`src/csd_pkg.sv`:
```
/*
  Constants, register map and state type for the chip select and DRAM strobe unit.
  Assumes one system clock and a plain single-cycle register port with 16-bit data.
*/
package csd_pkg;
  localparam int ADDR_W = 20;
  localparam int DATA_W = 16;
  localparam int REG_AW = 4;
  localparam int BASE_W = 10;
  localparam int CTL_W = 9;
  localparam int SIZE_W = 4;

  // Register offsets
  localparam logic [REG_AW-1:0] REG_UPPER_BASE = 4'h0;
  localparam logic [REG_AW-1:0] REG_UPPER_CTL = 4'h1;
  localparam logic [REG_AW-1:0] REG_LOWER_BASE = 4'h2;
  localparam logic [REG_AW-1:0] REG_LOWER_CTL = 4'h3;
  localparam logic [REG_AW-1:0] REG_MID_BASE = 4'h4;
  localparam logic [REG_AW-1:0] REG_MID_CTL = 4'h5;
  localparam logic [REG_AW-1:0] REG_PERIPH_BASE = 4'h6;
  localparam logic [REG_AW-1:0] REG_PERIPH_CTL = 4'h7;
  localparam logic [REG_AW-1:0] REG_STATUS = 4'h8;

  // Control register fields
  localparam int CTL_SIZE_LSB = 0;
  localparam int CTL_WIDE_BIT = 4;
  localparam int CTL_DRAM_BIT = 5;
  localparam int CTL_EN_BIT = 6;
  localparam int CTL_WHOLE_BIT = 7;
  localparam int CTL_IO_BIT = 8;

  // Base registers hold address bits 19..10, so regions are 1 Kbyte aligned
  localparam int BLOCK_SHIFT = 10;
  localparam logic [SIZE_W-1:0] SIZE_CODE_MAX = 4'h9;
  localparam int PERIPH_SUB_LSB = 7;

  localparam logic [ADDR_W-1:0] UPPER_RESET_ADDR = 20'hf_0000;
  localparam logic [BASE_W-1:0] UPPER_BASE_RST = UPPER_RESET_ADDR[ADDR_W-1:BLOCK_SHIFT];
  localparam logic [SIZE_W-1:0] UPPER_SIZE_RST = 4'h6;
  localparam logic [CTL_W-1:0] UPPER_CTL_RST = 9'h040 | 9'(UPPER_SIZE_RST);

  localparam logic [1:0] STRAP_SETTLE = 2'h3;

  // Status register fields
  localparam int STAT_HOLD_BIT = 0;
  localparam int STAT_STRAP_BIT = 1;
  localparam int STAT_UPPER_BIT = 2;
  localparam int STAT_LOWER_BIT = 3;

  typedef struct packed {
    logic [BASE_W-1:0] ubase;
    logic [BASE_W-1:0] lbase;
    logic [BASE_W-1:0] mbase;
    logic [BASE_W-1:0] pbase;
    logic [CTL_W-1:0] uctl;
    logic [CTL_W-1:0] lctl;
    logic [CTL_W-1:0] mctl;
    logic [CTL_W-1:0] pctl;
    logic [1:0] strap_sync;
    logic [1:0] strap_cnt;
    logic [3:0] mcs_pend;
    logic [7:0] pcs_pend;
    logic cas_pend;
    logic ucs;
    logic lower_region_select_n;
    logic [3:0] mcs;
    logic [7:0] pcs;
    logic oe_n;
    logic wide;
    logic [DATA_W-1:0] rdata;
  } csd_state_s;

  localparam csd_state_s STATE_RST = '{
    ubase: UPPER_BASE_RST,
    uctl: UPPER_CTL_RST,
    ucs: 1'b1,
    lower_region_select_n: 1'b1,
    mcs: 4'hf,
    pcs: 8'hff,
    oe_n: 1'b1,
    default: '0
  };
endpackage

```
`src/csd_unit.sv`:
```
/*
  Chip select and DRAM strobe unit: decodes each bus cycle against four programmable
  regions and drives the shared select / strobe pins, with register port and strap.
  Assumes the bus cycle, hold and register inputs come from logic on CLOCK; only the
  strap arrives from a pin and is synchronised here.
*/
// Implementation choices: the register addresses and the address-and-strobe port.
module csd_unit
  import csd_pkg::*;
(
  input wire logic CLOCK, // System clock, 25 MHz
  input wire logic RSTN, // Asynchronous reset, active low
  input wire logic [REG_AW-1:0] REG_ADDR, // Register index
  input wire logic [DATA_W-1:0] REG_WDATA, // Register write data
  input wire logic REG_WR, // Register write strobe
  input wire logic REG_RD, // Register read strobe
  output logic [DATA_W-1:0] REG_RDATA, // Read data, cycle after strobe
  input wire logic ACC_REQ, // Bus cycle in progress
  input wire logic [ADDR_W-1:0] ACC_ADDR, // Bus cycle address
  input wire logic ACC_IO, // Cycle is in I/O space
  input wire logic ACC_WRITE, // Cycle is a write
  input wire logic ACC_LO_BYTE, // Low byte enabled
  input wire logic ACC_HI_BYTE, // High byte enabled
  input wire logic HOLD_ACTIVE, // Bus granted to another master
  input wire logic UPPER_REGION_BYTE_WIDE_STRAP, // Strap pin, high for 8-bit boot
  output logic UPPER_REGION_SELECT_N, // Upper select pin
  output logic UPPER_REGION_SELECT_OE_N, // Its output enable, low drives
  output logic LOWER_REGION_SELECT_N, // Lower select or row strobe 0
  output logic LOWER_REGION_SELECT_OE_N, // Its output enable, low drives
  output logic [3:0] MIDRANGE_REGION_SELECT_N, // Midrange selects or DRAM strobes
  output logic [3:0] MIDRANGE_REGION_SELECT_OE_N, // Their output enables
  output logic [7:0] PERIPHERAL_REGION_SELECT_N, // Peripheral selects
  output logic [7:0] PERIPHERAL_REGION_SELECT_OE_N, // Their output enables
  output logic BUS_BYTE_WIDE // Current upper, lower or midrange region uses an 8-bit bus
);

  csd_state_s q;
  csd_state_s d;

  logic mem;
  logic busy;
  logic u_hit;
  logic l_hit;
  logic m_any;
  logic p_any;
  logic [3:0] m_sel;
  logic [7:0] p_sel;
  logic udram;
  logic ldram;
  logic cas_mode;
  logic cas_go;
  logic cas_lo_n;
  logic cas_hi_n;
  logic [3:0] mcs_now;

  // Block of 2^(code+10) bytes, aligned to its size
  function automatic logic region_hit(logic [ADDR_W-1:0] a, logic [BASE_W-1:0] base,
                                      logic [SIZE_W-1:0] code);
    logic [BASE_W-1:0] m;
    m = 10'h3ff << code;
    return ((a[ADDR_W-1:BLOCK_SHIFT] ^ base) & m) == 10'h000;
  endfunction

  // Each midrange subregion is a quarter of the block
  function automatic logic [1:0] mid_index(logic [ADDR_W-1:0] a, logic [SIZE_W-1:0] code);
    logic [ADDR_W-1:0] s;
    s = a >> (5'(code) + 5'd8);
    return s[1:0];
  endfunction

  // Sizes above 512 Kbyte would wrap the whole space, so they are clamped
  function automatic logic [CTL_W-1:0] ctl_write(logic [DATA_W-1:0] w);
    logic [CTL_W-1:0] c;
    c = w[CTL_W-1:0];
    if (c[SIZE_W-1:0] > SIZE_CODE_MAX) begin
      c[SIZE_W-1:0] = SIZE_CODE_MAX;
    end
    return c;
  endfunction

  always_comb begin
    d = q;
    mem = ACC_REQ && !ACC_IO;
    busy = ACC_REQ && !HOLD_ACTIVE;
    udram = q.uctl[CTL_DRAM_BIT];
    ldram = q.lctl[CTL_DRAM_BIT];
    cas_mode = udram || ldram;
    // Fixed priority keeps at most one region active if software overlaps them
    u_hit = mem && q.uctl[CTL_EN_BIT] &&
            region_hit(ACC_ADDR, q.ubase, q.uctl[SIZE_W-1:0]);
    l_hit = mem && q.lctl[CTL_EN_BIT] && !u_hit &&
            region_hit(ACC_ADDR, q.lbase, q.lctl[SIZE_W-1:0]);
    m_any = mem && q.mctl[CTL_EN_BIT] && !u_hit && !l_hit &&
            region_hit(ACC_ADDR, q.mbase, q.mctl[SIZE_W-1:0]);
    if (!m_any) begin
      m_sel = 4'h0;
    end else if (q.mctl[CTL_WHOLE_BIT]) begin
      m_sel = 4'h1;
    end else begin
      m_sel = 4'h1 << mid_index(ACC_ADDR, q.mctl[SIZE_W-1:0]);
    end
    p_any = ACC_REQ && (ACC_IO == q.pctl[CTL_IO_BIT]) && q.pctl[CTL_EN_BIT] &&
            !u_hit && !l_hit && !m_any && region_hit(ACC_ADDR, q.pbase, 4'h0);
    p_sel = p_any ? 8'h01 << ACC_ADDR[PERIPH_SUB_LSB+2:PERIPH_SUB_LSB] : 8'h00;

    // Multiplexed-bus selects wait one cycle for the address phase to pass
    d.mcs_pend = busy ? m_sel : 4'h0;
    d.pcs_pend = busy ? p_sel : 8'h00;
    d.cas_pend = busy && ((u_hit && udram) || (l_hit && ldram));
    cas_go = q.cas_pend && busy;
    cas_lo_n = !(cas_go && (!ACC_WRITE || ACC_LO_BYTE));
    cas_hi_n = !(cas_go && (!ACC_WRITE || ACC_HI_BYTE));
    mcs_now = q.mcs_pend & {4{busy}};

    // Upper pin idles while its region is DRAM; row strobe 1 moves to midrange pin 3
    d.ucs = !(busy && u_hit && !udram);
    d.lower_region_select_n = !(busy && l_hit);
    d.mcs[0] = !mcs_now[0];
    d.mcs[1] = cas_mode ? cas_hi_n : !mcs_now[1];
    d.mcs[2] = cas_mode ? cas_lo_n : !mcs_now[2];
    d.mcs[3] = udram ? !(busy && u_hit) : !mcs_now[3];
    d.pcs = ~(q.pcs_pend & {8{busy}});
    d.oe_n = HOLD_ACTIVE;

    if (!busy) begin
      d.wide = 1'b0;
    end else if (u_hit) begin
      d.wide = q.uctl[CTL_WIDE_BIT];
    end else if (l_hit) begin
      d.wide = q.lctl[CTL_WIDE_BIT];
    end else begin
      d.wide = m_any && q.mctl[CTL_WIDE_BIT];
    end

    if (REG_WR) begin
      unique case (REG_ADDR)
        REG_UPPER_BASE: d.ubase = REG_WDATA[BASE_W-1:0];
        REG_UPPER_CTL: d.uctl = ctl_write(REG_WDATA);
        REG_LOWER_BASE: d.lbase = REG_WDATA[BASE_W-1:0];
        REG_LOWER_CTL: d.lctl = ctl_write(REG_WDATA);
        REG_MID_BASE: d.mbase = REG_WDATA[BASE_W-1:0];
        REG_MID_CTL: d.mctl = ctl_write(REG_WDATA);
        REG_PERIPH_BASE: d.pbase = REG_WDATA[BASE_W-1:0];
        REG_PERIPH_CTL: d.pctl = ctl_write(REG_WDATA);
        default: d.ubase = q.ubase;
      endcase
    end

    // Strap is caught once the synchroniser has settled after reset release
    d.strap_sync = {q.strap_sync[0], UPPER_REGION_BYTE_WIDE_STRAP};
    if (q.strap_cnt != STRAP_SETTLE) begin
      d.strap_cnt = q.strap_cnt + 2'h1;
      if (q.strap_cnt == STRAP_SETTLE - 2'h1) begin
        d.uctl[CTL_WIDE_BIT] = q.strap_sync[1];
      end
    end

    d.rdata = '0;
    if (REG_RD) begin
      unique case (REG_ADDR)
        REG_UPPER_BASE: d.rdata = DATA_W'(q.ubase);
        REG_UPPER_CTL: d.rdata = DATA_W'(q.uctl);
        REG_LOWER_BASE: d.rdata = DATA_W'(q.lbase);
        REG_LOWER_CTL: d.rdata = DATA_W'(q.lctl);
        REG_MID_BASE: d.rdata = DATA_W'(q.mbase);
        REG_MID_CTL: d.rdata = DATA_W'(q.mctl);
        REG_PERIPH_BASE: d.rdata = DATA_W'(q.pbase);
        REG_PERIPH_CTL: d.rdata = DATA_W'(q.pctl);
        REG_STATUS: begin
          d.rdata[STAT_HOLD_BIT] = q.oe_n;
          d.rdata[STAT_STRAP_BIT] = q.strap_cnt == STRAP_SETTLE;
          d.rdata[STAT_UPPER_BIT] = !q.ucs;
          d.rdata[STAT_LOWER_BIT] = !q.lower_region_select_n;
        end
        default: d.rdata = '0;
      endcase
    end
  end

  always_ff @(posedge CLOCK or negedge RSTN) begin
    if (!RSTN) begin
      q <= STATE_RST;
    end else begin
      q <= d;
    end
  end

  assign REG_RDATA = q.rdata;
  assign UPPER_REGION_SELECT_N = q.ucs;
  assign UPPER_REGION_SELECT_OE_N = q.oe_n;
  assign LOWER_REGION_SELECT_N = q.lower_region_select_n;
  assign LOWER_REGION_SELECT_OE_N = q.oe_n;
  assign MIDRANGE_REGION_SELECT_N = q.mcs;
  assign MIDRANGE_REGION_SELECT_OE_N = {4{q.oe_n}};
  assign PERIPHERAL_REGION_SELECT_N = q.pcs;
  assign PERIPHERAL_REGION_SELECT_OE_N = {8{q.oe_n}};
  assign BUS_BYTE_WIDE = q.wide;
endmodule

```
`config.mk`:
```
export PLATFORM = sky130hd
export DESIGN_NAME = csd_unit
export DESIGN_NICKNAME = d
export VERILOG_FILES = /design/src/csd_pkg.sv /design/src/csd_unit.sv
export SDC_FILE = /design/constraint.sdc
export NUM_CORES = 1
export LEC_CHECK = 0
export ABC_CLOCK_PERIOD_IN_PS = 2500
export BUFFER_PORTS_ARGS = -buffer_cell sky130_fd_sc_hd__buf_2
export CORE_ASPECT_RATIO = 0.5
export CORE_UTILIZATION = 40
export CTS_BUF_LIST = sky130_fd_sc_hd__clkbuf_16
export CTS_CLUSTER_DIAMETER = 30
export CTS_CLUSTER_SIZE = 20
export DETAILED_ROUTE_END_ITERATION = 10
export HOLD_SLACK_MARGIN = 0.15
export PLACE_DENSITY_LB_ADDON = 0.3
export REMOVE_ABC_BUFFERS = 1
export SLEW_MARGIN = 20
export SYNTH_ARGS = -nofsm -noshare
export SYNTH_HDL_FRONTEND = slang
export SYNTH_SLANG_ARGS = --single-unit
```
`constraint.sdc`:
```
create_clock -name CLOCK -period 2.5 [get_ports CLOCK]
set_input_delay 0.5 -clock CLOCK [delete_from_list [all_inputs] [get_ports CLOCK]]
set_output_delay 0.5 -clock CLOCK [all_outputs]
set_load 0.02 [all_outputs]
```
==> metrics.md <==
| Metric | Value |
|---|---|
| Fmax | 459 MHz |
| Slew @ Worst Pin | approximately 0.73 ns |
| Sw frac | around 28% |
| Total routed wirelength | 17.0 mm |
| Sw power | 1.77 mW |
| RSZ-0062 raised after global routing | false |
| Total of max-cap violations | 0 |
| Post-synth EDFFs | 0 |
| DR vias | between 4k and 5k |
| DIE HEIGHT | around 90 um |
| Clock period minus worst slack | 2.18 ns |
| Filler cells | approximately 1.4k |
| Antenna Violating Nets Remaining | 0 |
| HP Start | UPPER_REGION_BYTE_WIDE_STRAP |
| Htree depth | 4 |
| Clock buffer depth | 2 |
| R2r startpoint | q[124]$_DFFE_PN1P_ |
| P per Cell Area | 877 nW/um^2 |
| Synth Register Bits | ~120 |
| Iteration count of the initial detailed-routing pass | 6 |
| Hold_ws | between 0.15 and 0.2 ns |
| Core ar. | between 10,000 and 15,000 um^2 |
| WL/cell | 21.1 um |
| Seq/Total Area, Yosys | 48.9% |
| Dominant synthesized flop cell | dfrtp_1 |
| Worst hold endpoint | d[48]$_DFF_PN0_ |
| Slew HR | 50.7% |
| CP Capture Type | flop |
| Post-Syn Instances | approximately 550 |
| Period utilisation layout | approximately 87% |
| CTS root buf | clkbuf_16 |
| Number of CTS-inserted buffers | 17 |
| Fin nets | roughly 650 |
| Worst Reg-to-Reg Cells | 6 |
| CP required | between 2 and 3 ns |
| First-pass GRT wire length | around 26 mm |
| Syn Std Cell Area | approximately 6100 um^2 |
| Power, Total | between 6 and 7 mW |
| Reg-to-reg endpoint | q[37]$_DFF_PN0_ |
| CP Class | reg2reg |
| # diodes | 0 |
| Vias in the first global route | 4,235 |
| Int Power | about 4.5 mW |
| Post-DP HPWL | between 10 and 15 mm |
| Reg clk slew, reported paths | 0.05 ns |
| CTS sink cnt | 119 |
| Placed Instances | 774 |
| P&R area growth vs syn | 16.3% |
| Cell Count, Final, Fillers Out | 807 |
| Vias/cell | between 5 and 6 |
| Final instance area | approximately 7000 um^2 |
| Synth cell types | 59 |
| Worst setup SP type | flop |
| Clk_lat worst skew | between 0.4 and 0.5 ns |
| FFs w/ async S/R, synth | 100% |
| Die W | 177 um |
| Final Hold Vio Count | 0 |
| Initial Utilization | 41.7% |
| CP Max Fanout | 8 |
| Max Slew Vio Count | 0 |
| Ys Warns | 0 |
| GRT Resource Usage Total | around 22% |
| Post-route DRC | 0 |
| Row count | 31 |
| CTS tree | built |
| Flop pwr share | approximately two fifths |
| DR iter-0 viols | between 500 and 600 |
| Total gr overflow | 0 |
| Maximum vdd drop | 0.502 mV |
| Post-placement cell area | about 6500 um^2 |
| Combinational Power Share | 17.5% |
| Avg Cell Area, Syn | approximately 11 um^2 |
| Hold path depth | 1 |
| Clock power frac | between 40% and 50% |
| Leakage | roughly 3.1 nW |
| Area of the die | between 15,000 and 20,000 um^2 |
| TNS Setup | 0 ns |
| Port Buf Inserts | 76 |
| Number of I/O pins | 96 |
| Crit path DAT | roughly 2.5 ns |
| Initial antenna violation count | 0 |
| Setup bufs post-CTS | 0 |
| Status | completed |
| Layout cells sized above 1 | a little over a third |
| Worst Hold Class | in2reg |
| Final GP Congestion | 0.959 |
| Final setup fails | 0 |
| Reg2Reg Setup Slack | 0.32 ns |
| Clk_skew | 0.0108 ns |
| Largest net degree at the start of global routing | about 50 |
## layout by cell type (no fill, tap or decap), types with 2 or more instances in the layout
cell / synthesis / final
a22o_1: 7 / 7
mux2_1: 2 / 2
a41oi_1: 3 / 3
nor3_1: 14 / 14
xor2_1: 14 / 14
nand3_1: 6 / 6
o21ai_1: 2 / 2
clkinv_1: 0 / 2
dfrtp_1: 97 / 97
nor2_2: 2 / 2
ha_1: 2 / 2
and2_1: 2 / 2
nand4_1: 4 / 4
mux2_2: 63 / 63
o211ai_1: 2 / 2
a21oi_1: 9 / 9
a221oi_1: 7 / 7
nor2_1: 9 / 9
mux4_2: 5 / 5
inv_1: 10 / 14
xnor2_1: 28 / 28
o2111ai_1: 2 / 2
clkbuf_16: 0 / 17
o21a_1: 3 / 3
clkinv_2: 0 / 3
or2_1: 2 / 2
nor3_2: 2 / 2
buf_2: 14 / 75
bufinv_16: 0 / 5
buf_4: 42 / 20
nor4_1: 5 / 5
nand2b_1: 6 / 6
nor2b_1: 4 / 4
o21ai_0: 29 / 29
mux2i_1: 3 / 3
nand2_1: 52 / 52
a31oi_1: 8 / 8
conb_1: 1 / 6
dfstp_2: 22 / 22
a22oi_1: 26 / 26
## Yosys cell counts, types with 3 or more instances
library cell	count	area (um^2)
a22o_1	7	61.3
nor3_1	14	70.1
buf_2	14	70.1
nor2b_1	4	25.0
o21ai_0	29	145
mux2_2	63	709
nand2_1	52	195
mux2i_1	3	30.0
nor4_1	5	31.3
xor2_1	14	123
nor2_1	9	33.8
mux4_2	5	113
nand3_1	6	30.0
xnor2_1	28	245
dfrtp_1	97	2430
a41oi_1	3	26.3
a221oi_1	7	61.3
nand4_1	4	25.0
a31oi_1	8	50.1
o21a_1	3	22.5
a22oi_1	26	195
buf_4	42	315
dfstp_2	22	578
inv_1	10	37.5
clkbuf_1	14	52.6
a21oi_1	9	45.0
nand2b_1	6	37.5
## cell type report
type / count / area, um^2 / area share (%)
clock buffers: 17 / 425 / 5.95
clock inverters: 15 / 195 / 2.73
inverters: 10 / 37.5 / 0.525
multi-input cells: 351 / 2690 / 37.6
flip-flops and latches: 119 / 3010 / 42.0
well taps: 198 / 248 / 3.46
repair buffers: 97 / 556 / 7.76
## metrics by stage
stage	utilization [%]	setup slack [ns]
2_1_floorplan	-	0.262
3_3_place_gp	44.3	0.188
3_5_place_dp	44.3	0.130
4_1_cts	48.5	0.307
5_1_grt	48.5	0.142
6_report	48.5	0.321
## registers in the layout, indices dropped and copies added, names as in the netlist
signal,cells
MIDRANGE_REGION_SELECT_N,4
REG_RDATA,10
LOWER_REGION_SELECT_OE_N,1
PERIPHERAL_REGION_SELECT_N,8
d,1
q,91
ldram,1
BUS_BYTE_WIDE,1
UPPER_REGION_SELECT_N,1
LOWER_REGION_SELECT_N,1
## metal layers
layer,up-vias,global-route usage (%),routed length [um]
li1,2034,-,-
met2,208,32.2,7130
met3,14,4.92,1510
met1,2289,33.8,8210
met4,0,5.52,138
met5,-,0,0
## worst max path at each step
stage / start / end / slack (ns) / cells past startpoint
floorplan: REG_ADDR[3] / q[100]$_DFFE_PN0P_ / 0.26 / 5
global placement: ACC_ADDR[10] / q[38]$_DFF_PN0_ / 0.19 / 7
detailed placement: ACC_ADDR[10] / q[37]$_DFF_PN0_ / 0.13 / 7
CTS: q[124]$_DFFE_PN1P_ / q[37]$_DFF_PN0_ / 0.31 / 6
global route: q[124]$_DFFE_PN1P_ / q[37]$_DFF_PN0_ / 0.14 / 6
finish: q[124]$_DFFE_PN1P_ / q[37]$_DFF_PN0_ / 0.32 / 6
## power by group through the flow
stage	Combinational [mW]	Clock, mW	Sequential (mW)
2_1_floorplan	0.721	0	2.51
6_report	1.10	2.59	2.58
4_1_cts	1.09	2.62	2.57
3_3_place_gp	1.07	0	2.59
3_5_place_dp	1.08	0	2.60
5_1_grt	1.19	2.70	2.61
## critical path: stages, from the launching register on
cell and delay (ns):
dfstp_2 0.55, xnor2_1 0.14, o21ai_1 0.15, a2111o_2 0.53
nand4b_4 0.22, o2bb2ai_2 0.20, nor4_1 0.28
## logic make-up after synthesis
| group | Yosys count | share of synthesized area [%] |
|---|---|---|
| simple gates | 114 | 9.48 |
| mux | 73 | 14.2 |
| xor+xnor | 42 | 5.98 |
| compound gates | 114 | 13.2 |
| fa+ha+maj | 2 | 0.407 |
| buf+inv | 80 | 7.73 |
| other cells | 1 | 0.0610 |
| flops | 119 | 48.9 |
## timing repair
item,in CTS,in global routing
hold endpoints to repair,24,0
resized for setup,0,0
hold buffers,1,0
No activity file was read; power rests on OpenSTA's default activity.
